File: config.mk
export PLATFORM = sky130hd
export DESIGN_NAME = t16c_timer_control
export DESIGN_NICKNAME = d
export VERILOG_FILES = /design/src/verilog/t16c_pkg.sv /design/src/verilog/t16c_counter.sv /design/src/verilog/t16c_timer_control.sv
export SDC_FILE = /design/constraint.sdc
export NUM_CORES = 1
export LEC_CHECK = 0
export ABC_AREA = 1
export ABC_CLOCK_PERIOD_IN_PS = 2850
export CORE_ASPECT_RATIO = 0.5
export CORE_MARGIN = 2
export CORE_UTILIZATION = 55
export DETAILED_ROUTE_END_ITERATION = 6
export DONT_BUFFER_PORTS = 1
export PLACE_DENSITY = 0.7
export SETUP_SLACK_MARGIN = 0.5
export SKIP_LAST_GASP = 1
export SLEW_MARGIN = 25
export SYNTH_ARGS = -nofsm -noshare
export SYNTH_HDL_FRONTEND = slang
export SYNTH_SLANG_ARGS = --single-unit
File: constraint.sdc
create_clock -name i_clk -period 2.85 [get_ports i_clk]
set_input_delay 0.57 -clock i_clk [delete_from_list [all_inputs] [get_ports i_clk]]
set_output_delay 0.57 -clock i_clk [all_outputs]
set_load 0.05 [all_outputs]
File: src/verilog/t16c_pkg.sv
// t16c_pkg: register map, field positions and reset values of the
// sixteen_bit_timer control block.
// assumes: 8-bit register port, one 25 MHz clock.
package t16c_pkg;

  // ----------------------------------------------------------------
  // register offsets
  // ----------------------------------------------------------------
  localparam logic [7:0] T16C_ADDR_CTRL   = 8'h02;
  localparam logic [7:0] T16C_ADDR_RLD_LO = 8'h10;
  localparam logic [7:0] T16C_ADDR_RLD_HI = 8'h11;
  localparam logic [7:0] T16C_ADDR_CAP_LO = 8'h12;
  localparam logic [7:0] T16C_ADDR_CAP_HI = 8'h13;
  localparam logic [7:0] T16C_ADDR_STAT   = 8'h14;
  localparam logic [7:0] T16C_ADDR_MASK   = 8'h15;

  // ----------------------------------------------------------------
  // timer16_control fields
  // ----------------------------------------------------------------
  localparam int T16C_CTL_OUTSEL = 0;
  localparam int T16C_CTL_TMO_EN = 1;
  localparam int T16C_CTL_CAP_EN = 2;
  localparam int T16C_CTL_FLAG   = 5;
  localparam int T16C_CTL_STYLE  = 6;
  localparam int T16C_CTL_RUN    = 7;

  // status / mask fields
  localparam int T16C_ST_TMO = 0;
  localparam int T16C_ST_CAP = 1;

  // ----------------------------------------------------------------
  // reset values
  // ----------------------------------------------------------------
  localparam logic [7:0]  T16C_CTRL_RST = 8'h00;
  localparam logic [15:0] T16C_RLD_RST  = 16'hFFFF;
  localparam logic [15:0] T16C_CNT_RST  = 16'h0000;
  localparam logic [1:0]  T16C_ST_RST   = 2'h0;
  localparam logic [7:0]  T16C_RD_ZERO  = 8'h00;
  localparam logic [2:0]  T16C_SYNC_RST = 3'h0;

endpackage

File: src/verilog/t16c_counter.sv
// t16c_counter: 16-bit down counter with reload and terminal-count pulse.
// assumes: run, restart and reload come from logic on the same clock.
`timescale 1ns/1ps
`default_nettype none
module t16c_counter
  import t16c_pkg::*;
(
  // clock and reset
  input  wire logic        i_clk,
  input  wire logic        i_rst,
  // control
  input  wire logic        i_run,
  input  wire logic        i_restart,
  input  wire logic [15:0] i_reload,
  // status
  output logic      [15:0] o_count,
  output logic             o_tc
);

  typedef struct packed {
    logic [15:0] count;
    logic        tc;
  } t16c_cnt_state_t;

  t16c_cnt_state_t s_r;
  t16c_cnt_state_t s_nxt;

  // ----------------------------------------------------------------
  // next state
  // ----------------------------------------------------------------
  always_comb begin
    s_nxt    = s_r;
    s_nxt.tc = 1'b0;
    if (!i_run || i_restart) begin
      // idle counter sits preloaded so a start counts a full period
      s_nxt.count = i_reload;
    end else if (s_r.count == T16C_CNT_RST) begin
      s_nxt.tc    = 1'b1;
      s_nxt.count = i_reload;
    end else begin
      s_nxt.count = s_r.count - 16'h0001;
    end
  end

  always_ff @(posedge i_clk or posedge i_rst) begin
    if (i_rst) begin
      s_r <= '{count: T16C_CNT_RST, tc: 1'b0};
    end else begin
      s_r <= s_nxt;
    end
  end

  assign o_count = s_r.count;
  assign o_tc    = s_r.tc;

endmodule // t16c_counter
`default_nettype wire

File: src/verilog/t16c_timer_control.sv
// t16c_timer_control: control register logic of the sixteen_bit_timer,
// with reload, capture, sticky interrupt status and pin routing.
// assumes: plain register port with read data one cycle after i_rd,
// i_demod_in is an asynchronous pin, other inputs share i_clk.
//
// Function
// - select bit puts wide_counter_output on shared_port_pin when set.
// - timeout interrupt enable gates the timeout request; reset clears it.
// - capture interrupt enable gates the capture request; reset clears it.
// - timeout flag sets on timeout, reset clears, write 1 clears it.
// - transmit: style 0 repeats modulo-N, style 1 stops after one pass.
// - demodulator: style 0 responds to input edges, style 1 ignores them.
`timescale 1ns/1ps
`default_nettype none
module t16c_timer_control
  import t16c_pkg::*;
(
  // clock and reset
  input  wire logic       i_clk,
  input  wire logic       i_rst,
  // register port
  input  wire logic [7:0] i_addr,
  input  wire logic [7:0] i_wdata,
  input  wire logic       i_wr,
  input  wire logic       i_rd,
  output logic      [7:0] o_rdata,
  // operating mode and pins
  input  wire logic       i_demod_mode,
  input  wire logic       i_demod_in,
  input  wire logic       i_port_out_data,
  output logic            o_shared_port_pin,
  // interrupt
  output logic            o_irq
);

  typedef struct packed {
    logic [7:0]  ctrl;
    logic [15:0] reload;
    logic [15:0] capture;
    logic [1:0]  stat;
    logic [1:0]  mask;
    logic [2:0]  sync;
    logic        pin_lvl;
    logic        wco;
    logic        pin_out;
    logic        irq;
    logic [7:0]  rdata;
  } t16c_state_t;

  t16c_state_t s_r;
  t16c_state_t s_nxt;

  logic [15:0] cnt_count;
  logic        cnt_tc;
  logic        edge_ok;

  // ----------------------------------------------------------------
  // counter
  // ----------------------------------------------------------------
  t16c_counter u_counter (
    .i_clk     (i_clk),
    .i_rst     (i_rst),
    .i_run     (s_r.ctrl[T16C_CTL_RUN]),
    .i_restart (edge_ok),
    .i_reload  (s_r.reload),
    .o_count   (cnt_count),
    .o_tc      (cnt_tc)
  );

  // ----------------------------------------------------------------
  // edge recognition
  // ----------------------------------------------------------------
  // a pin change counts only once the second and third stages agree
  logic pin_edge;
  always_comb begin
    pin_edge = (s_r.sync[1] == s_r.sync[2]) && (s_r.sync[2] != s_r.pin_lvl);
    edge_ok  = pin_edge && i_demod_mode && s_r.ctrl[T16C_CTL_RUN]
               && !s_r.ctrl[T16C_CTL_STYLE];
  end

  // ----------------------------------------------------------------
  // next state
  // ----------------------------------------------------------------
  logic       wr_ctrl;
  logic       tmo_evt;
  logic [1:0] gate;

  always_comb begin
    s_nxt   = s_r;
    wr_ctrl = i_wr && (i_addr == T16C_ADDR_CTRL);
    // timeouts only count while running; mode switch is left to software
    tmo_evt = cnt_tc && s_r.ctrl[T16C_CTL_RUN];

    s_nxt.sync = {s_r.sync[1:0], i_demod_in};
    if (s_r.sync[1] == s_r.sync[2]) begin
      s_nxt.pin_lvl = s_r.sync[2];
    end

    if (edge_ok) begin
      s_nxt.capture = cnt_count;
    end

    // control register: flag bit is write-one-to-clear, not stored
    if (wr_ctrl) begin
      s_nxt.ctrl = i_wdata;
      s_nxt.ctrl[T16C_CTL_RUN] = i_wdata[T16C_CTL_RUN];
      s_nxt.ctrl[T16C_CTL_FLAG] = s_r.ctrl[T16C_CTL_FLAG]
                                  && !i_wdata[T16C_CTL_FLAG];
    end
    if (tmo_evt) begin
      // set beats a clearing write in the same cycle
      s_nxt.ctrl[T16C_CTL_FLAG] = 1'b1;
      if (!i_demod_mode && s_r.ctrl[T16C_CTL_STYLE] && !wr_ctrl) begin
        s_nxt.ctrl[T16C_CTL_RUN] = 1'b0;
      end
      if (!i_demod_mode) begin
        s_nxt.wco = !s_r.wco;
      end
    end

    if (i_wr && (i_addr == T16C_ADDR_RLD_LO)) begin
      s_nxt.reload[7:0] = i_wdata;
    end
    if (i_wr && (i_addr == T16C_ADDR_RLD_HI)) begin
      s_nxt.reload[15:8] = i_wdata;
    end
    if (i_wr && (i_addr == T16C_ADDR_MASK)) begin
      s_nxt.mask = i_wdata[1:0];
    end

    // sticky status: a read clears, an event in that cycle still sets
    if (i_rd && (i_addr == T16C_ADDR_STAT)) begin
      s_nxt.stat = T16C_ST_RST;
    end
    if (tmo_evt) begin
      s_nxt.stat[T16C_ST_TMO] = 1'b1;
    end
    if (edge_ok) begin
      s_nxt.stat[T16C_ST_CAP] = 1'b1;
    end

    gate[T16C_ST_TMO] = s_nxt.ctrl[T16C_CTL_TMO_EN];
    gate[T16C_ST_CAP] = s_nxt.ctrl[T16C_CTL_CAP_EN];
    s_nxt.irq = |(s_nxt.stat & s_nxt.mask & gate);

    s_nxt.pin_out = s_nxt.ctrl[T16C_CTL_OUTSEL] ? s_nxt.wco
                                                : i_port_out_data;

    s_nxt.rdata = T16C_RD_ZERO;
    if (i_rd) begin
      case (i_addr)
        T16C_ADDR_CTRL:   s_nxt.rdata = s_r.ctrl;
        T16C_ADDR_RLD_LO: s_nxt.rdata = s_r.reload[7:0];
        T16C_ADDR_RLD_HI: s_nxt.rdata = s_r.reload[15:8];
        T16C_ADDR_CAP_LO: s_nxt.rdata = s_r.capture[7:0];
        T16C_ADDR_CAP_HI: s_nxt.rdata = s_r.capture[15:8];
        T16C_ADDR_STAT:   s_nxt.rdata = {6'h00, s_r.stat};
        T16C_ADDR_MASK:   s_nxt.rdata = {6'h00, s_r.mask};
        default:          s_nxt.rdata = T16C_RD_ZERO;
      endcase
    end
  end

  // ----------------------------------------------------------------
  // state register
  // ----------------------------------------------------------------
  always_ff @(posedge i_clk or posedge i_rst) begin
    if (i_rst) begin
      s_r <= '{ctrl: T16C_CTRL_RST, reload: T16C_RLD_RST,
               capture: T16C_CNT_RST, stat: T16C_ST_RST,
               mask: T16C_ST_RST, sync: T16C_SYNC_RST,
               pin_lvl: 1'b0, wco: 1'b0, pin_out: 1'b0,
               irq: 1'b0, rdata: T16C_RD_ZERO};
    end else begin
      s_r <= s_nxt;
    end
  end

  assign o_rdata           = s_r.rdata;
  assign o_shared_port_pin = s_r.pin_out;
  assign o_irq             = s_r.irq;

endmodule // t16c_timer_control
`default_nettype wire

* Word-level counts from Yosys, hierarchy flattened
Index checks and enable logic that the tools add are counted.
** Operators by class
- Add/subtract/negate cells :: 1
- Order comparisons :: 0
- Div/mod/pow operators :: 0
- Bitwise logic cells :: 2
- Mux-type cells :: 17
- Eq/ne operators :: 9
- Multipliers :: 0
- Shift-type cells :: 0
- Reductions and logical operators :: 23
** Operators by type and width (count)
- case mux 8 bit (7 select lines) :: 1
- == test 8 x 5 -> 1 bit (second input constant) :: 6
- two-way mux 16 bit :: 2
- logical NOT 16 bit :: 1
- two-way mux 8 bit :: 2
- subtractor 16 x 1 -> 16 bit (second input constant) :: 1
- logical AND 1 bit :: 13
- two-way mux 1 bit :: 10
- == test 8 x 2 -> 1 bit (second input constant) :: 1
- logical NOT 1 bit :: 6
- AND 2 bit :: 2
- two-way mux 2 bit :: 2
- nonzero test 2 bit :: 1
- OR reduction 2 bit :: 1
- == test 1 bit :: 1
- logical OR 1 bit :: 1
- != test 1 bit :: 1
** Storage, ports and cells
- Flip-flop bits (word level) :: 76
- Input port bits :: 23
- Latch bits :: 0
- Memory bits (writable) :: 0
- Output and inout port bits :: 10
- Memories kept :: 0
- Memory bits (read-only) :: 0

* Depth between registers and ports, before layout
Gate-level depths: netlist of run 1.
- Depth after elaboration :: 9
- Gate-level depth with buffers :: 9
- Gate-level depth less buffers :: 9

* Cells and area by module
A second synthesis of run 1 with hierarchy kept.
** Second synthesis, totals
- Cell total of the unflattened synthesis :: 543
- Area total of the unflattened synthesis :: 4212.8 um2
** Modules (own cells, without submodules)
- t16c_timer_control :: times used 1, area each 3007.9 um2, sequential area each 1496.4 um2, cells each 358
- t16c_counter :: times used 1, area each 1204.9 um2, sequential area each 425.4 um2, cells each 185

* Least setup slack after synthesis of run 1
Ideal clock, no wire load.
- Kind :: input -> register
- From :: input i_wr
- To :: register s_r[35] in the netlist's numbering
- Setup time :: 69 ps
- Arrival time :: 1431 ps
- Buffers on the path :: 2
- Setup slack :: 1350 ps
- Stages :: 6
- Path through :: buf_4 > inv_4 > nor4_4 > buf_6 > nand2_2 > o21ai_2
** Between the ends
- Longest elaborated chain between the ends :: 1
** Ends and longest elaborated chain
- start, declared :: line t16c_timer_control.sv:24 : input wire logic i_wr,
- logical AND 1 bit :: line t16c_timer_control.sv:121 : if (i_wr && (i_addr == T16C_ADDR_RLD_LO)) begin
- end signal, assigned :: line t16c_timer_control.sv:169 : s_r <= '{ctrl: T16C_CTRL_RST, reload: T16C_RLD_RST,
- end signal, assigned :: line t16c_timer_control.sv:175 : s_r <= s_nxt;
- end, declared :: line t16c_timer_control.sv:50 : t16c_state_t s_r;
No other way between the ends.
A chain may end at the register's enable or synchronous reset.

==> metrics list, run 1 <==
- Setup repair after global routing left no endpoint under its margin.
* Type of the worst setup path: register to register
* Mean post-synth cell area: between 7 and 8 um^2
* Count of final max-slew check failures: 0
* Highest fanout seen on the critical path: 19
* Number of placed instances, taps included: about 590
* Die Outline Area: a little under 8000 um^2
- Logic gate share of total power: ~16%
* Post-route DRC: 0
* Leading cell types by count after synthesis: sky130_fd_sc_hd__nand2_1, sky130_fd_sc_hd__dfrtp_1, sky130_fd_sc_hd__nand3_1, sky130_fd_sc_hd__nor2_1, sky130_fd_sc_hd__inv_1
- Measured against its own limit, the worst slew margin works out to about two fifths.
- Cells taking the most area after synthesis: sky130_fd_sc_hd__dfrtp_1, sky130_fd_sc_hd__nand2_1, sky130_fd_sc_hd__dfstp_2
- Number of violations reported at the end of detailed-routing iteration 0: between 200 and 250
* Peak Freq: 530.5 MHz
- Synthesis produced 516 cells.
* Drt first pass iters: 5
- The final layout contains routed wiring with a total length of ~9.6 mm.
* Fin. Hold Viols: 0
* H-tree depth: 3
- Final standard cell count with taps included and fillers excluded: between 600 and 700
* Antenna violations before repair: 0
- Switching Fraction: between 30% and 40%
* Switching power of the nets: around 0.93 mW
* Internal Pwr Total: ~2.2 mW
* Buffers inserted by post-CTS timing repair: 0
- Clock tree synthesis inserted a total of 9 buffers.
- Fraction of final layout cells with drive strength greater than 1: around an eighth
- Actual transition at the worst max-transition pin: a little under 0.9 ns
* Required time of the critical path: a little over 3 ns
* Routability congestion estimate from global placement: roughly 0.9
- Summed over all nets, the half-perimeter wirelength after detailed placement is 6.949 mm.
- The worst setup path is launched from a register.
- Height of the chip: between 60 and 70 um
- Delay contributed by the slowest stage of the critical path: between 0.4 and 0.5 ns
- After clock tree synthesis, the clock-pin slew on the worst setup and hold paths is about 0.060 ns.
* Post-synthesis register bit count: 76
- The share of total power dissipated in the clock network is 39.4%.
- Once routing completed, OpenROAD measured the worst setup slack at about 0.96 ns.
- The floorplan step defined a core boundary enclosing approximately 6800 um^2.
- TritonCTS built the clock tree.
- Post-layout utilization of the core: 63.00%
- Count of maximum capacitance violations: 0
- The worst path in the final design needs a cycle of approximately 1.9 ns, including I/O delays and setup.
- Post-route fraction of the period consumed by the critical path: between 60 and 70%
- Width of the die: 124.1 um
- Cell taking the most area after synthesis: sky130_fd_sc_hd__dfrtp_1
* Cell variety after synth: 26
- The share of total power dissipated in sequential elements is 44.9%.
- At the end of the flow, the number of nets in the layout was around 540.
- Overall overflow remaining after global route: 0
* CTS Hold Buffers Added: 0
* Worst path arrival time: between 2 and 2.5 ns
* Overall power after layout: approximately 3.1 mW
- Starting Density: between 50% and 60%
- Mapped cell area: just under 4000 um^2
- Among all stages on the critical path, the largest delay is contributed by sky130_fd_sc_hd__dfrtp_1.
- Capturing element type of the critical path: register
- Compared with the post-synthesis result, the final layout area differs by 8.586%.
- Pin count of the biggest net entering global routing: slightly below 80
* Peak supply drop: 0.4243 mV
* Leading cell type by number of instances after synthesis: sky130_fd_sc_hd__nand2_1
- Yosys top cell area share: a little under two fifths
- Via count of the first global-routing pass: 3,099
- Count of input and output buffers: 0
- Yosys warns: 0
* Total power density per cell area: 723.0 nW/um^2
- Pleak: approximately 2.2 nW
- Hold crit path type: input pin to asynchronous set/reset pin
- Final antenna diode count: 0
* Via Count: around 3.3k
- Count of final setup violators: 0
* Sequence of cells on the critical path: inv_1 -> ha_1 -> nand3_1 -> nor2_1 -> nand3_2 -> nand2_2 -> inv_1 -> nand2_1 -> nand2_1
- Clock Tree Buf Depth: 2
* Routed length per instance: 15.69 um
- Remaining antenna violation count: 0
- Synth Flop Type: sky130_fd_sc_hd__dfrtp_1
* Final TNS setup: 0 ns
- Number of rows created at floorplan: 21
- In this run, post-CTS repair resized a total of 0 instances.
- Across the routed clock network, the largest skew measured is between 0.006 and 0.007 ns.
- For the worst-skew pair, the clock arrives at the later sink with an insertion delay of 0.35 ns.
- Vias per cell: about 5.4
* First-pass GRT wire length: between 15 and 20 mm
- The cell sitting at the root of the clock tree is a sky130_fd_sc_hd__clkbuf_16.
* Aggregate global-route resource usage: approximately 27%
- Number of clock sinks: 76
- Io pins: 33
- Post-synth EDFFs: 0
- The flow ran to the end, and the final reports show no timing, DRC or antenna violations.
* Seq/Total Area, Yosys: between 40% and 50%
- Fillcell total: a little over 600
- Synthesized Nets: around 540
- Post-Place Setup Slack: 0.9705 ns
* Post-synth ARST share: 100.0%
## through the flow
step | hold slack (ns) | area [um^2]
global route | 0.2244 | 4304
floorplan | 0.3312 | 3968
finish | 0.1847 | 4304
detailed placement | 0.3411 | 3988
global placement | 0.3400 | 3988
CTS | 0.2212 | 4304
## cell type report
| class | instances | area, um^2 | share of cell area (%) |
|---|---|---|---|
| clock buffers | 10 | 229.0 | 5.320 |
| clock inverters | 6 | 87.58 | 2.035 |
| inverters | 52 | 201.4 | 4.680 |
| multi-input cells | 371 | 1722 | 40.00 |
| flip-flops and latches | 76 | 1922 | 44.65 |
| well taps | 92 | 115.1 | 2.674 |
| repair buffers | 2 | 27.53 | 0.6395 |
## worst max-delay path: cells and delay by family, from the launching register on
kind | cells | cell delay [ns]
flops | 1 | 0.41
simple gates | 6 | 0.81
buf+inv | 2 | 0.34
fa+ha+maj | 1 | 0.20
## state kept, by name, summed over array words and instances (netlist names)
name,count
o_shared_port_pin,1
u_counter.o_count,16
s_nxt,2
s_r,47
o_rdata,8
o_irq,1
u_counter.o_tc,1
## cells by family (layout without fill, tap and decap cells)
family                   count (synthesis)  in the layout  share of synthesized area (%)
AO/OA/AOI/OAI                           48             48                          6.313
buffers and inverters                   69             70                          8.081
flip-flops                              76             76                          48.48
AND/OR/NAND/NOR                        312            312                          34.50
XOR/XNOR                                 9              9                          1.989
adder cells (fa/ha/maj)                  2              2                         0.6312
## placed cells by master (no fill, tap or decap)
cell / count
sky130_fd_sc_hd__clkinv_4: 1
sky130_fd_sc_hd__dfstp_2: 16
sky130_fd_sc_hd__nor2_4: 5
sky130_fd_sc_hd__buf_4: 1
sky130_fd_sc_hd__clkinvlp_4: 1
sky130_fd_sc_hd__nand3b_1: 1
sky130_fd_sc_hd__clkbuf_16: 9
sky130_fd_sc_hd__buf_12: 1
sky130_fd_sc_hd__clkinv_2: 2
sky130_fd_sc_hd__nor2_1: 54
sky130_fd_sc_hd__inv_4: 1
sky130_fd_sc_hd__nand4_1: 6
sky130_fd_sc_hd__clkbuf_1: 1
sky130_fd_sc_hd__o21ai_1: 5
sky130_fd_sc_hd__inv_6: 1
sky130_fd_sc_hd__nor4_4: 1
sky130_fd_sc_hd__nand2_2: 7
sky130_fd_sc_hd__xor2_1: 9
sky130_fd_sc_hd__nand3_2: 2
sky130_fd_sc_hd__o21ai_2: 2
sky130_fd_sc_hd__dfrtp_1: 60
sky130_fd_sc_hd__nand2_1: 169
sky130_fd_sc_hd__ha_1: 2
sky130_fd_sc_hd__o211ai_1: 1
sky130_fd_sc_hd__nand3_1: 60
sky130_fd_sc_hd__inv_1: 47
sky130_fd_sc_hd__o21ai_0: 33
sky130_fd_sc_hd__inv_2: 3
sky130_fd_sc_hd__nor2_2: 7
sky130_fd_sc_hd__bufinv_16: 2
sky130_fd_sc_hd__a21oi_1: 7
## power by group through the flow
stage | Combinational, mW | Clock [mW] | Sequential [mW]
4_1_cts | 0.490 | 1.24 | 1.39
6_report | 0.489 | 1.23 | 1.40
3_3_place_gp | 0.476 | 0 | 1.41
2_1_floorplan | 0.395 | 0 | 1.35
5_1_grt | 0.570 | 1.29 | 1.41
3_5_place_dp | 0.482 | 0 | 1.40
## per-layer routing
metal	GRT usage [%]	up-vias	wire length (um)
met3	10.09	18	827
li1	-	1613	-
met2	36.75	108	3883
met5	0	-	0
met4	9.410	0	189
met1	39.97	1535	4653
## path summary, 6_finish.rpt
kind	start	endpoint	slack (ns)	cells past startpoint
max	u_counter.o_count[0]	u_counter.o_count[15]	0.96	9
min	i_rst	s_r[26]	0.18	2
max reg2reg	u_counter.o_count[0]	u_counter.o_count[15]	0.96	9
min reg2reg	s_nxt[13]	s_nxt[14]	0.36	0
max in group asynchronous	i_rst	s_r[36]	2.28	2
min in group i_clk	i_demod_in	s_nxt[13]	0.25	0
Note: power is estimated with default switching activity, not from simulation.
==> run 2, diff against run 1 <==
- ABC_CLOCK_PERIOD_IN_PS: 2850 -> 1900
- clock period: 2.85 -> 1.9 ns (I/O delays scaled with it)
==> run 2 against run 1 <==
Final cell count is 4.3% higher. Register-to-register slack got worse by 0.58 ns. Critical path depth down 2. Die area stayed put. Fmax grew 24%. Cell area grew 11%. Critical path type unchanged. Largest power group unchanged.
==> metrics list, run 2 (synthesis gave the netlist of run 1 again) <==
- Worst relative slew slack: 68.01%
- Io pins: 33
- For this block, the initial DRC count from the detailed router was 416.
* Width of the die: roughly 120 um
- Post-route DRC: 0
* Sequence of cells on the critical path: nor2_1 -> nand2_2 -> inv_1 -> nand3_4 -> buf_6 -> nand2_4 -> o21ai_0
- In the final routed layout, each cell accounts on average for ~17 um.
* Fin Hold WS: 0.002546 ns
- Worst reg2reg path depth: 7
* Register with the most flip-flops: s_r
- The routed design has ~11 mm of wire.
* Height of the chip: around 64 um
* Clock Tree Buf Depth: 2
- The first global-routing pass estimated ~16 mm of wire.
- Type of the worst setup path: register to register
- Capturing element type of the critical path: register
- The repair_antennas step left the layout with diodes totalling 0.
* Clock slew at the register clock pins of the worst setup and hold paths: 0.06 ns
- In the finished design, the share of the clock period the worst path needs comes to between 80% and 90%.
* CTS tree: built
- Worst path arrival time: about 1.7 ns
- VDD sags by at most approximately 0.69 mV.
- Summing over every cut layer, the via total after detailed routing is 3,526.
* Hold crit path type: input pin to asynchronous set/reset pin
* Area inside the core boundary: between 6000 and 7000 um^2
- Drt first pass iters: 5
- Count of maximum capacitance violations: 0
- The clock reaches the later pin of the worst-skew pair after 0.34 ns.
- Setup slack of the most critical reg-to-reg path: between 0.3 and 0.4 ns
- Vias per cell: about 5.6
- Once detail routing completed, the nets flagged for antenna violations numbered 0.
- Final TNS setup: 0 ns
* Pin count of the biggest net entering global routing: slightly below 80
- Required time of the critical path: between 2 and 2.5 ns
- Number of clock sinks: 76
* Peak Freq: roughly 660 MHz
- Summed over all layers, the global routing overflow is 0.
- Minimum clock period after layout: between 1.5 and 2 ns
- The congestion estimate from routability-driven global placement came to 0.8739.
* Starting Density: about three fifths
- In this run the worst path has a maximum fanout of 6.
* Commonest non-fill, non-tap cell in the layout: sky130_fd_sc_hd__nand2_1
* Fraction of final layout cells with drive strength greater than 1: between 20 and 25%
* Count of final setup violators: 0
- Global routing used between 20% and 30% of the available tracks.
- For the pin with the worst max-slew slack, the measured transition is 0.4802 ns.
* Fin. Hold Viols: 0
* Destination of the worst register-to-register timing path: u_counter.o_count[5]
- Unrepaired setup endpoints after global routing: yes
- The via count of the first global-routing pass came to approximately 3.2k.
* Commonest cells after routing, fill and taps aside: sky130_fd_sc_hd__nand2_1, sky130_fd_sc_hd__dfrtp_1, sky130_fd_sc_hd__nand3_1
* Pleak: between 2 and 2.5 nW
- In this run the critical register-to-register path is launched from u_counter.o_count[4].
- Number of buffers created by CTS: 9
* Post-DP HPWL: between 7 and 8 mm
* H-tree depth: 3
* Count of input and output buffers: 0
- The final count of pins violating max slew is 0.
- Area Growth Syn to Fin: 20.80%
* Max reg flops: between 40 and 50
- The final layout contains approximately 560 nets.
- Setup clock skew after layout: 0.005647 ns
- The largest individual stage delay along the critical path comes from the cell sky130_fd_sc_hd__dfrtp_1.
* Die Outline Area: roughly 8000 um^2
- Antenna violations before repair: 0
- The floorplan has 21 rows.
- The tree is rooted in a sky130_fd_sc_hd__clkbuf_16.
* Total power density per cell area: about 1000 nW/um^2
* Delay contributed by the slowest stage of the critical path: about 0.40 ns
* Startpoint type of the worst setup path: register
- The run finished with clean final reports.
run 2: changes by cell type in the layout (fill, tap and decap cells not counted), sizes merged:
cell,delta
buf,+23
bufinv,-1
clkbuf,+4
clkinv,-2
clkinvlp,+2
inv,-1
nand2,+1
run 2: worst max-delay path by stage:
stage	from	to	slack [ns]
floorplan	u_counter.o_count[0]	u_counter.o_count[8]	0.51
global placement	u_counter.o_count[0]	u_counter.o_count[12]	0.30
detailed placement	u_counter.o_count[0]	u_counter.o_count[12]	0.25
CTS	u_counter.o_count[0]	u_counter.o_count[11]	0.46
global route	u_counter.o_count[0]	u_counter.o_count[12]	0.29
finish	u_counter.o_count[4]	u_counter.o_count[5]	0.38
run 2: cell type report:
type	count	area (um^2)
clock inverters	4	50.05
fillers	514	2043
well taps	92	115.1
repair buffers	27	327.8
flip-flops and latches	76	1922
multi-input cells	372	1918
clock buffers	12	246.5
inverters	52	209.0
run 2: metrics by stage:
| step | area [um^2] | power (mW) | setup slack (ns) | utilization (%) | cells |
|---|---|---|---|---|---|
| after floorplan | 3973 | 2.622 | 0.5126 | - | 516 |
| after global placement | 4015 | 2.833 | 0.2989 | 58.77 | 596 |
| after detailed placement | 4015 | 2.845 | 0.2470 | 58.77 | 596 |
| after CTS | 4557 | 4.713 | 0.4579 | 66.70 | 624 |
| after global routing | 4788 | 5.129 | 0.2852 | 70.09 | 635 |
| final | 4788 | 4.921 | 0.3800 | 70.09 | 635 |
run 2: timing repair:
action	in CTS	in global routing
endpoints found under the setup margin	33	35
setup buffers	11	8
gates resized for setup	30	43
cloned	1	3
hold buffers	0	0
pin swaps	7	7
run 2: power by group:
part	internal (mW)	leakage [nW]	total [mW]	switching, mW
sequential	1.87	0.921	2.11	0.235
clock	1.05	0.139	1.72	0.666
combinational	0.433	1.30	1.10	0.666
run 2: critical path: cells and delay by family, from the launching register on:
kind                   cells  cell delay [ns]
flip-flops                 1             0.40
AO/OA/AOI/OAI              1             0.10
buffers and inverters      2             0.30
AND/OR/NAND/NOR            4             0.58
run 2: metal layers:
metal  vias to the layer above  GRT usage [%]  wire, um
met4                         0          7.865       208
met1                      1689          42.58      4983
met2                       132          38.39      4749
met5                         -              0         0
met3                        25          8.482       976
li1                       1680              -         -
